[config.mk]
export PLATFORM = sky130hd
export DESIGN_NAME = swt_link
export DESIGN_NICKNAME = d
export VERILOG_FILES = /design/src/inc/swt_pkg.sv /design/src/design/swt_link.sv
export SDC_FILE = /design/constraint.sdc
export NUM_CORES = 1
export LEC_CHECK = 0
export BUFFER_PORTS_ARGS = -buffer_cell sky130_fd_sc_hd__buf_4
export CORE_UTILIZATION = 33
export CTS_CLUSTER_DIAMETER = 50
export DETAILED_ROUTE_END_ITERATION = 6
export GPL_ROUTABILITY_DRIVEN = 0
export PLACE_DENSITY_LB_ADDON = 0.3
export REMOVE_ABC_BUFFERS = 1
export SKIP_LAST_GASP = 1
export SLEW_MARGIN = 0
export SYNTH_ARGS = -nofsm -noshare
export SYNTH_HDL_FRONTEND = slang
export SYNTH_SLANG_ARGS = --single-unit
export TNS_END_PERCENT = 10
[constraint.sdc]
create_clock -name mclk -period 6.75 [get_ports mclk]
set_input_delay 1.35 -clock mclk [delete_from_list [all_inputs] [get_ports mclk]]
set_output_delay 1.35 -clock mclk [all_outputs]
set_load 0.005 [all_outputs]
[src/inc/swt_pkg.sv]
/*
 * Constants, command codes and state record of the sensor slave.
 * Assumes a 40 MHz system clock.
 */
package swt_pkg;
    // timing in clock cycles, ns figures inside the expressions
    localparam int CLK_PERIOD_NS = 25;
    localparam int RESET_LOW_CYC = (480_000 + CLK_PERIOD_NS - 1) / CLK_PERIOD_NS;
    localparam int SAMPLE_CYC = 15_000 / CLK_PERIOD_NS;
    localparam int TX_HOLD_CYC = 45_000 / CLK_PERIOD_NS;
    localparam int PRES_WAIT_CYC = 30_000 / CLK_PERIOD_NS;
    localparam int PRES_LEN_CYC = 120_000 / CLK_PERIOD_NS;
    localparam int CONV9_CYC = 93_750_000 / CLK_PERIOD_NS;
    localparam int CONV10_CYC = 187_500_000 / CLK_PERIOD_NS;
    localparam int CONV11_CYC = 375_000_000 / CLK_PERIOD_NS;
    localparam int CONV12_CYC = 750_000_000 / CLK_PERIOD_NS;
    localparam int CNT_W = 20;

    // scratchpad byte offsets and fixed contents
    localparam int SP_TEMP_LO = 0;
    localparam int SP_TEMP_HI = 1;
    localparam int SP_UPPER = 2;
    localparam int SP_LOWER = 3;
    localparam int SP_CFG = 4;
    localparam int SP_RSVD5 = 5;
    localparam int SP_RSVD6 = 6;
    localparam int SP_RSVD7 = 7;
    localparam int SP_CRC = 8;
    localparam int SP_BITS = 72;
    localparam logic [7:0] TEMP_LO_PWRUP = 8'h50;
    localparam logic [7:0] TEMP_HI_PWRUP = 8'h05;
    localparam logic [7:0] RSVD5_VALUE = 8'hFF;
    localparam logic [7:0] RSVD6_DEFAULT = 8'h00;
    localparam logic [7:0] RSVD7_VALUE = 8'h10;
    localparam int CFG_RES_HI_BIT = 6;
    localparam int CFG_RES_LO_BIT = 5;
    localparam logic [4:0] CFG_LOW_ONES = 5'h1F;
    localparam logic [1:0] RES_DEFAULT = 2'h3;
    // identification code and crc
    localparam int ROM_BITS = 64;
    localparam int ROM_CRC_BITS = 56;
    localparam logic [7:0] CRC_POLY_REFL = 8'h8C;

    // command codes
    localparam logic [7:0] CMD_SEARCH = 8'hF0;
    localparam logic [7:0] CMD_READ_ID = 8'h33;
    localparam logic [7:0] CMD_MATCH = 8'h55;
    localparam logic [7:0] CMD_SKIP = 8'hCC;
    localparam logic [7:0] CMD_ALARM_SEARCH = 8'hEC;
    localparam logic [7:0] CMD_READ_SPAD = 8'hBE;
    localparam logic [7:0] CMD_WRITE_SPAD = 8'h4E;

    typedef enum logic [3:0] {
        PH_WAIT_RESET, PH_PRESENCE, PH_ROM_CMD, PH_MATCH, PH_READ_ID,
        PH_SEARCH, PH_FUNC_CMD, PH_READ_SPAD, PH_WRITE_SPAD
    } swt_phase_type;

    typedef struct packed {
        swt_phase_type phase;
        logic prevDq;
        logic rstSeen;
        logic [CNT_W-1:0] lowCnt;
        logic [CNT_W-1:0] slotCnt;
        logic inSlot;
        logic slotTx;
        logic [CNT_W-1:0] presCnt;
        logic [6:0] bitIdx;
        logic [1:0] searchStep;
        logic miss;
        logic [7:0] cmd;
        logic [15:0] temp;
        logic [7:0] upper;
        logic [7:0] lower;
        logic [1:0] res;
        logic loaded;
        logic dqOe;
        logic dqOut;
        logic [31:0] conv;
    } swt_state_type;
endpackage : swt_pkg

[src/design/swt_link.sv]
/*
 * Slave end of the single-wire sensor link: reset, presence, identification
 * commands and the nine-byte scratchpad with its check byte.
 * Assumes dqIn synchronous to mclk and the wire resolved outside from dqOe.
 */
// Functional notes
// RL1 - power-up temperature bytes are 50h and 05h
// RL2 - reserved bytes five and seven fixed FFh, 10h
// RL3 - limits and config from nonvolatile; check byte computed
// RL4 - config: resolution bits 6,5, rest fixed
// RL5 - resolution selects matching longest conversion time
// RL6 - resolution defaults to 12-bit
// RL7 - byte eight is check over bytes 0-7
// RL8 - code top byte checks low 56 bits
// RL9 - polynomial x8+x5+x4+1, zero start, lsb first
// RL10 - master verifies by shifting data plus check
// RL11 - check mismatch never blocks command flow
// RL12 - device is slave only, never initiates
// RL13 - all bytes travel least significant bit first
// RL14 - open-drain drive, released when not sending
// RL15 - recovery between bits may last indefinitely
// RL16 - low beyond 480us resets the bus logic
// RL17 - every transaction starts reset then presence
// RL18 - ignore transaction unless steps come in order
// RL19 - after searches master must reinitialize
// RL20 - five eight-bit identification commands recognised
// RL21 - read-identification sends all 64 code bits
// RL22 - search supports elimination across repeated cycles
// RL23 - code: family low, serial, check top
// RL24 - match 55h: respond only on exact code
// RL25 - skip CCh addresses device without code
// RL26 - alarm search joins only with alarm set
// RL27 - search bit: send, complement, read, drop out
// RL28 - slot and reset durations are parameters
`timescale 1ns/1ps
`default_nettype none

module swt_link #(
    parameter logic [7:0] FAMILY_CODE = 8'h5A, // arbitrary value
    parameter logic [47:0] SERIAL_NUMBER = 48'h0000_0000_0001, // arbitrary value
    parameter logic [7:0] RSVD6_VALUE = swt_pkg::RSVD6_DEFAULT,
    parameter int RESET_LOW_CYC = swt_pkg::RESET_LOW_CYC, // RL28
    parameter int SAMPLE_CYC = swt_pkg::SAMPLE_CYC,
    parameter int TX_HOLD_CYC = swt_pkg::TX_HOLD_CYC,
    parameter int PRES_WAIT_CYC = swt_pkg::PRES_WAIT_CYC,
    parameter int PRES_LEN_CYC = swt_pkg::PRES_LEN_CYC,
    parameter int CONV9_CYC = swt_pkg::CONV9_CYC,
    parameter int CONV10_CYC = swt_pkg::CONV10_CYC,
    parameter int CONV11_CYC = swt_pkg::CONV11_CYC,
    parameter int CONV12_CYC = swt_pkg::CONV12_CYC
) (
    input wire logic mclk,
    input wire logic rstn,
    input wire logic dqIn,
    input wire logic [7:0] nvUpper,
    input wire logic [7:0] nvLower,
    input wire logic [7:0] nvConfig,
    input wire logic tempWrite,
    input wire logic [15:0] tempWord,
    input wire logic alarmFlag,
    output logic dqOut,
    output logic dqOe,
    output logic [1:0] resSel,
    output logic [31:0] convCycles,
    output logic [7:0] upperLimit,
    output logic [7:0] lowerLimit
);
    localparam logic [swt_pkg::CNT_W-1:0] RESET_LIM = swt_pkg::CNT_W'(RESET_LOW_CYC);
    localparam logic [swt_pkg::CNT_W-1:0] SAMPLE_AT = swt_pkg::CNT_W'(SAMPLE_CYC);
    localparam logic [swt_pkg::CNT_W-1:0] HOLD_END = swt_pkg::CNT_W'(TX_HOLD_CYC);
    localparam logic [swt_pkg::CNT_W-1:0] PRES_START = swt_pkg::CNT_W'(PRES_WAIT_CYC);
    localparam logic [swt_pkg::CNT_W-1:0] PRES_END = swt_pkg::CNT_W'(PRES_WAIT_CYC + PRES_LEN_CYC);

    // crc8 shifted lsb first from a zero start over the low nbits of data
    function automatic logic [7:0] crc8(input logic [63:0] data, input int nbits);
        logic [7:0] c;
        logic fb;
        c = 8'h00; // RL9
        fb = 1'b0;
        for (int i = 0; i < 64; i++) begin
            if (i < nbits) begin
                fb = c[0] ^ data[i]; // RL9
                c = {1'b0, c[7:1]};
                if (fb) begin
                    c = c ^ swt_pkg::CRC_POLY_REFL;
                end
            end
        end
        return c;
    endfunction : crc8

    // conversion time limit for a resolution code
    function automatic logic [31:0] conv_limit(input logic [1:0] r);
        case (r)
            2'h0: conv_limit = 32'(CONV9_CYC); // RL5
            2'h1: conv_limit = 32'(CONV10_CYC); // RL5
            2'h2: conv_limit = 32'(CONV11_CYC); // RL5
            default: conv_limit = 32'(CONV12_CYC); // RL5
        endcase
    endfunction : conv_limit

    swt_pkg::swt_state_type r_reg;
    swt_pkg::swt_state_type r_next;
    logic [63:0] romCode;
    logic [7:0] cfgByte;
    logic [63:0] spadData;
    logic [71:0] spadImage;
    logic fallEdge;
    logic riseEdge;

    // identification code: family low, serial middle, check on top
    assign romCode[55:0] = {SERIAL_NUMBER, FAMILY_CODE}; // RL23
    assign romCode[63:56] = crc8({8'h00, SERIAL_NUMBER, FAMILY_CODE}, swt_pkg::ROM_CRC_BITS); // RL8

    // fixed bits of the config byte are rebuilt here, never stored
    always_comb begin
        cfgByte = {3'h0, swt_pkg::CFG_LOW_ONES}; // RL4
        cfgByte[swt_pkg::CFG_RES_HI_BIT] = r_reg.res[1]; // RL4
        cfgByte[swt_pkg::CFG_RES_LO_BIT] = r_reg.res[0]; // RL4
    end

    // scratchpad image; check byte follows bytes 0-7 combinationally
    assign spadData = {swt_pkg::RSVD7_VALUE, RSVD6_VALUE, swt_pkg::RSVD5_VALUE, // RL2
                       cfgByte, r_reg.lower, r_reg.upper, r_reg.temp};
    assign spadImage = {crc8(spadData, 64), spadData}; // RL7

    assign fallEdge = r_reg.prevDq & ~dqIn;
    assign riseEdge = ~r_reg.prevDq & dqIn;

    // the whole slave: reset watch, slot engine and command sequencer
    always_comb begin
        logic txBit;
        logic txWant;
        logic rxBit;
        logic slotDone;
        txBit = 1'b1;
        txWant = 1'b0;
        rxBit = dqIn;
        slotDone = 1'b0;
        r_next = r_reg;
        r_next.prevDq = dqIn;
        r_next.dqOut = 1'b0; // RL14

        // power-up load of nonvolatile copy, one clock after release
        if (!r_reg.loaded) begin
            r_next.loaded = 1'b1;
            r_next.upper = nvUpper; // RL3
            r_next.lower = nvLower; // RL3
            r_next.res = {nvConfig[swt_pkg::CFG_RES_HI_BIT], nvConfig[swt_pkg::CFG_RES_LO_BIT]}; // RL3
        end

        // conversion results overwrite the power-up reading
        if (tempWrite) begin
            r_next.temp = tempWord;
        end
        r_next.conv = conv_limit(r_reg.res); // RL5

        // bit to send in the coming slot, if any
        case (r_reg.phase)
            swt_pkg::PH_READ_ID: begin
                txWant = 1'b1;
                txBit = romCode[r_reg.bitIdx[5:0]]; // RL21
            end
            swt_pkg::PH_SEARCH: begin
                if (r_reg.searchStep == 2'h0) begin
                    txWant = 1'b1;
                    txBit = romCode[r_reg.bitIdx[5:0]]; // RL27
                end else if (r_reg.searchStep == 2'h1) begin
                    txWant = 1'b1;
                    txBit = ~romCode[r_reg.bitIdx[5:0]]; // RL27
                end
            end
            swt_pkg::PH_READ_SPAD: begin
                txWant = 1'b1;
                txBit = spadImage[r_reg.bitIdx]; // RL13
            end
            default: txWant = 1'b0;
        endcase

        // low-time watch; a long low outranks everything else
        if (!dqIn) begin
            if (r_reg.lowCnt != {swt_pkg::CNT_W{1'b1}}) begin
                r_next.lowCnt = r_reg.lowCnt + 1'b1;
            end
        end else begin
            r_next.lowCnt = '0;
        end

        // slot timing starts only on the master's falling edge
        if (r_reg.inSlot) begin
            r_next.slotCnt = r_reg.slotCnt + 1'b1;
            if (r_reg.slotCnt == SAMPLE_AT) begin
                slotDone = 1'b1;
            end
            if (r_reg.slotCnt >= HOLD_END) begin
                r_next.dqOe = 1'b0; // RL14
                r_next.inSlot = 1'b0;
            end
        end else if (fallEdge && r_reg.phase != swt_pkg::PH_WAIT_RESET
                     && r_reg.phase != swt_pkg::PH_PRESENCE) begin
            // idle-high gaps between slots are unbounded
            r_next.inSlot = 1'b1; // RL15
            r_next.slotCnt = '0;
            r_next.slotTx = txWant;
            r_next.dqOe = txWant & ~txBit; // RL14
        end

        // sequencer acts at the sample point of each slot
        if (slotDone) begin
            case (r_reg.phase)
                swt_pkg::PH_ROM_CMD: begin
                    r_next.cmd = {rxBit, r_reg.cmd[7:1]}; // RL13
                    r_next.bitIdx = r_reg.bitIdx + 1'b1;
                    if (r_reg.bitIdx == 7'd7) begin
                        r_next.bitIdx = '0;
                        r_next.searchStep = 2'h0;
                        r_next.miss = 1'b0;
                        case ({rxBit, r_reg.cmd[7:1]}) // RL20
                            swt_pkg::CMD_READ_ID: r_next.phase = swt_pkg::PH_READ_ID; // RL21
                            swt_pkg::CMD_MATCH: r_next.phase = swt_pkg::PH_MATCH; // RL24
                            swt_pkg::CMD_SKIP: r_next.phase = swt_pkg::PH_FUNC_CMD; // RL25
                            swt_pkg::CMD_SEARCH: r_next.phase = swt_pkg::PH_SEARCH; // RL22
                            swt_pkg::CMD_ALARM_SEARCH: begin
                                r_next.phase = alarmFlag ? swt_pkg::PH_SEARCH // RL26
                                                         : swt_pkg::PH_WAIT_RESET;
                            end
                            default: r_next.phase = swt_pkg::PH_WAIT_RESET; // RL18
                        endcase
                    end
                end
                swt_pkg::PH_READ_ID: begin
                    r_next.bitIdx = r_reg.bitIdx + 1'b1;
                    if (r_reg.bitIdx == 7'(swt_pkg::ROM_BITS - 1)) begin
                        r_next.bitIdx = '0;
                        r_next.phase = swt_pkg::PH_FUNC_CMD; // RL21
                    end
                end
                swt_pkg::PH_MATCH: begin
                    r_next.bitIdx = r_reg.bitIdx + 1'b1;
                    if (rxBit != romCode[r_reg.bitIdx[5:0]]) begin
                        r_next.miss = 1'b1; // RL24
                    end
                    if (r_reg.bitIdx == 7'(swt_pkg::ROM_BITS - 1)) begin
                        r_next.bitIdx = '0;
                        // any differing bit leaves the device waiting for reset
                        if (r_reg.miss || rxBit != romCode[r_reg.bitIdx[5:0]]) begin
                            r_next.phase = swt_pkg::PH_WAIT_RESET; // RL24
                        end else begin
                            r_next.phase = swt_pkg::PH_FUNC_CMD; // RL24
                        end
                    end
                end
                swt_pkg::PH_SEARCH: begin
                    if (r_reg.searchStep != 2'h2) begin
                        r_next.searchStep = r_reg.searchStep + 1'b1; // RL27
                    end else begin
                        r_next.searchStep = 2'h0;
                        r_next.bitIdx = r_reg.bitIdx + 1'b1;
                        if (rxBit != romCode[r_reg.bitIdx[5:0]]) begin
                            r_next.phase = swt_pkg::PH_WAIT_RESET; // RL27
                        end else if (r_reg.bitIdx == 7'(swt_pkg::ROM_BITS - 1)) begin
                            // search always ends the transaction
                            r_next.phase = swt_pkg::PH_WAIT_RESET; // RL19
                        end
                    end
                end
                swt_pkg::PH_FUNC_CMD: begin
                    r_next.cmd = {rxBit, r_reg.cmd[7:1]}; // RL13
                    r_next.bitIdx = r_reg.bitIdx + 1'b1;
                    if (r_reg.bitIdx == 7'd7) begin
                        r_next.bitIdx = '0;
                        case ({rxBit, r_reg.cmd[7:1]})
                            swt_pkg::CMD_READ_SPAD: r_next.phase = swt_pkg::PH_READ_SPAD;
                            swt_pkg::CMD_WRITE_SPAD: r_next.phase = swt_pkg::PH_WRITE_SPAD;
                            default: r_next.phase = swt_pkg::PH_WAIT_RESET;
                        endcase
                    end
                end
                swt_pkg::PH_READ_SPAD: begin
                    // the check byte is sent as is; the master judges it
                    r_next.bitIdx = r_reg.bitIdx + 1'b1; // RL11
                    if (r_reg.bitIdx == 7'(swt_pkg::SP_BITS - 1)) begin
                        r_next.phase = swt_pkg::PH_WAIT_RESET;
                    end
                end
                swt_pkg::PH_WRITE_SPAD: begin
                    r_next.cmd = {rxBit, r_reg.cmd[7:1]}; // RL13
                    r_next.bitIdx = r_reg.bitIdx + 1'b1;
                    // each byte commits when complete; partial bytes are dropped
                    if (r_reg.bitIdx[2:0] == 3'h7) begin
                        case (r_reg.bitIdx[4:3])
                            2'h0: r_next.upper = {rxBit, r_reg.cmd[7:1]};
                            2'h1: r_next.lower = {rxBit, r_reg.cmd[7:1]};
                            default: begin
                                r_next.res = {r_reg.cmd[swt_pkg::CFG_RES_HI_BIT + 1], // RL4
                                              r_reg.cmd[swt_pkg::CFG_RES_LO_BIT + 1]};
                                r_next.phase = swt_pkg::PH_WAIT_RESET;
                            end
                        endcase
                    end
                end
                default: r_next.phase = r_reg.phase;
            endcase
        end

        // presence pulse after the master's reset pulse ends
        if (r_reg.phase == swt_pkg::PH_PRESENCE) begin
            r_next.presCnt = r_reg.presCnt + 1'b1;
            if (r_reg.presCnt == PRES_START) begin
                r_next.dqOe = 1'b1; // RL17
            end
            if (r_reg.presCnt == PRES_END) begin
                r_next.dqOe = 1'b0; // RL14
                r_next.phase = swt_pkg::PH_ROM_CMD; // RL18
                r_next.bitIdx = '0;
            end
        end

        // long low: drop everything, answer with presence on release
        if (r_reg.lowCnt >= RESET_LIM && !dqIn && !r_reg.dqOe) begin
            r_next.rstSeen = 1'b1; // RL16
            r_next.phase = swt_pkg::PH_WAIT_RESET; // RL16
            r_next.inSlot = 1'b0;
            r_next.dqOe = 1'b0;
        end else if (riseEdge && r_reg.rstSeen) begin
            r_next.rstSeen = 1'b0;
            r_next.phase = swt_pkg::PH_PRESENCE; // RL17
            r_next.presCnt = '0;
            r_next.inSlot = 1'b0;
        end
    end

    // single state register; only constants under reset
    always_ff @(posedge mclk or negedge rstn) begin
        if (!rstn) begin
            r_reg <= '0;
            r_reg.phase <= swt_pkg::PH_WAIT_RESET; // RL12
            r_reg.prevDq <= 1'b1;
            r_reg.temp <= {swt_pkg::TEMP_HI_PWRUP, swt_pkg::TEMP_LO_PWRUP}; // RL1
            r_reg.res <= swt_pkg::RES_DEFAULT; // RL6
            r_reg.conv <= 32'(CONV12_CYC);
        end else begin
            r_reg <= r_next;
        end
    end

    // outputs straight from the state register
    assign dqOut = r_reg.dqOut;
    assign dqOe = r_reg.dqOe;
    assign resSel = r_reg.res;
    assign convCycles = r_reg.conv;
    assign upperLimit = r_reg.upper;
    assign lowerLimit = r_reg.lower;
endmodule : swt_link

`default_nettype wire

==> flow_summary.toml <==
[yosys]
synth_most_common_cell = "dfrtp_1"
syn_area_per_cell_sq_um = 9.66
synthArstFlopShare_pct = 100
synth_xor_area_share_pct = 15.8
yosysTopAreaCell = "dfrtp_1"
synth_simple_gate_area_share_pct = 18.5
synth_common_cells = "dfrtp_1 (118), nor2_1 (109), nand2_1 (61)"
synth.area.mux_share_pct = 9.08
ys.flop_type = "dfrtp_1"
synth_edf_count = 0
synth-compound-area-share_pct = 9.26
synth_area_sq_um = 8550
ys_seq_area_share_pct = 37.9
ys_ff_latch = 129
synthAdderAreaFrac_pct = 2.19
yosys.area.top_type_share_pct = 34.5
ys_top_cells_by_area = "dfrtp_1 (35%), xnor2_1 (5.3%), nor2_1 (4.8%)"
synth_top_family_by_area = "simple AND/OR/NAND/NOR gates"
synthCells = 885
yosysWarnings = 0
synthDistinctLibCells = 67

[timing]
drv_slew = 0
finClkSkew_ns = 0.0154
hold_viol_final = 0
hold_slack_ns = 0.500
tightest_slew_ns = 1.13
max_freq_mhz = 306
grt_setup_unrepaired = "false"
tns_ns = 0
fin_crit_sh_pct = 48.5
layout_setup_ws_ns = 3.48
finalSetupViolCount = 0
slew-limit-headroom_pct = 23.6
period_needed_ns = 3.27

[power]
p_leak_nw = 4.20
switching_power_mw = 1.21
vdd_ir_drop_max_v = 0.000377
power_frac_clock_pct = 25.1
pwr-share-seq_pct = 29.0
internal-power_mw = 2.35
p_per_area_nw_per_um2 = 369
p_comb_share_pct = 45.9
swShare_pct = 33.9

[detailed_routing]
wl_met2_microns = 8820
wl_per_cell_microns = 15.1
finalWirelength_microns = 18900
drtAntennaViolNets = 0
drt-initial-drc-count = 332
highest_layer = "met4"
first_pass_iters = 5
met3_length_microns = 584
wl_met1_microns = 9260
drc = 0
vias = 6364
via_per_inst = 5.08

[die]
die_w_microns = 163
die-area_sq_um = 26600
fp-row-count = 58
core_sq_um = 25300
pin_count = 97
start_util_pct = 33.8
die_h_microns = 163

[run_status]
status = "finished clean"

[clocking]
numClockSinks = 129
cts_resized = 0
htree_levels = 4
clkTransAtPathRegs_ns = 0.07
cts_hold_buffers = 0
clk_latency_ns = 0.43
post_cts_buffers = 0
root_buffer = "clkbuf_16"
clockBufferDepth = 2
cts_tree = "yes"
cts_buffers = 17

[critical_path]
crit_slowest_cell = "dfstp_2"
cp.required_ns = 7.05
rrSetupSlack_ns = 3.48
crit_top_cell = "xnor2_1"
arrival_ns = 3.57
path_cells = "xor2_1, xnor3_1, xnor2_1, xnor2_1, xor3_1, mux2i_1, xnor2_1, nand2_1, a32o_2"
worstSetupPathType = "flop to flop"
cp_slowest_stage_delay_ns = 0.60
endpoint_kind = "flop"
cpLargestDelayFamily = "XOR/XNOR gates"
path_max_fanout = 6
start_kind = "flop"
path_buf_inv = 0

[layout]
drive_above_1_share_pct = 18.4
seq_area_sq_um = 3240
syn2layout_area_growth_pct = 13.0
diodes = 0
largest_register_ffs = 101
multiInputGateArea_sq_um = 4740
nNetsFinal = 969
n_fill_cell = 2552

[global_routing]
track_usage_pct = 15.1
grt_pass1_wl_microns = 31800
grt_pass1_vias = 6174
grt_max_degree = 76
antenna_found_initial = 0
overflow = 0

[hold_path]
hold_class = "flop to flop"

[place]
port_buffers = 77
place_ws_ns = 3.31
dp_hpwl_microns = 13400

[job]
max_cap_violations = 0
path summary, 6_finish.rpt:
| kind | start | to | depth (start not counted) |
|---|---|---|---|
| max in group asynchronous | rstn | r_reg[111]$_DFFE_PN0P_ | 2 |
| min | r_reg[128]$_DFFE_PN0P_ | r_reg[128]$_DFFE_PN0P_ | 1 |
| min reg2reg | r_reg[128]$_DFFE_PN0P_ | r_reg[128]$_DFFE_PN0P_ | 1 |
| max reg2reg | r_reg[57]$_DFFE_PN1P_ | dqOe$_DFF_PN0_ | 9 |
| max | r_reg[57]$_DFFE_PN1P_ | dqOe$_DFF_PN0_ | 9 |
| min in group asynchronous | rstn | r_reg[130]$_DFFE_PN0P_ | 1 |
per-stage QoR:
| stage | area, sq um | total power [mW] | util, % | instances |
|---|---|---|---|---|
| final | 9670 | 3.56 | 38.2 | 1252 |
| after floorplan | 8080 | 2.37 | - | 809 |
| after global routing | 9670 | 3.77 | 38.2 | 1252 |
| after global placement | 9100 | 2.65 | 35.9 | 1220 |
| after CTS | 9670 | 3.59 | 38.2 | 1252 |
| after detailed placement | 9100 | 2.67 | 35.9 | 1220 |
metal layers:
metal | vias up | track usage (%)
met1 | 3133 | 21.0
met4 | 0 | 4.55
li1 | 3107 | -
met3 | 21 | 2.83
met5 | - | 0
met2 | 103 | 23.6
power by group through the flow:
stage	clock network [mW]	registers, mW	logic (mW)
after global routing	0.952	1.05	1.77
after global placement	0	1.04	1.60
after CTS	0.916	1.03	1.64
final	0.893	1.03	1.64
after detailed placement	0	1.04	1.63
after floorplan	0	1.00	1.36
cell families (layout without fill, tap and decap cells):
kind of cell	after synthesis	after routing
flops	129	129
compound gates	129	129
mux	63	63
other cells	2	14
simple gates	321	321
buf+inv	112	137
xor+xnor	114	114
fa+ha+maj	15	15
cells in the final DEF (no fill, tap or decap), drive strengths merged, types with 4 or more instances in the layout:
master | Yosys | final
a211oi | 6 | 6
a21oi | 49 | 49
a31oi | 6 | 6
and2 | 6 | 6
and3 | 8 | 8
and4 | 4 | 4
buf | 55 | 81
clkbuf | 33 | 20
conb | 2 | 14
dfrtp | 118 | 118
dfstp | 11 | 11
ha | 15 | 15
inv | 24 | 30
mux2 | 24 | 24
mux2i | 30 | 30
mux4 | 9 | 9
nand2 | 61 | 61
nand3 | 36 | 36
nand4 | 23 | 23
nand4b | 4 | 4
nor2 | 109 | 109
nor2b | 12 | 12
nor3 | 13 | 13
nor4 | 8 | 8
nor4b | 6 | 6
o211ai | 6 | 6
o21ai | 27 | 27
o31ai | 7 | 7
or2 | 4 | 4
or3 | 9 | 9
or4 | 7 | 7
xnor2 | 56 | 56
xnor3 | 20 | 20
xor2 | 36 | 36
area by class of cell:
type,count,area share [%]
clock buffers,20,4.62
clock inverters,12,1.23
inverters,24,0.932
multi-input cells,656,49.1
flip-flops and latches,129,33.5
well taps,330,4.27
repair buffers,81,6.33
Power figures use the tool's default switching activity.
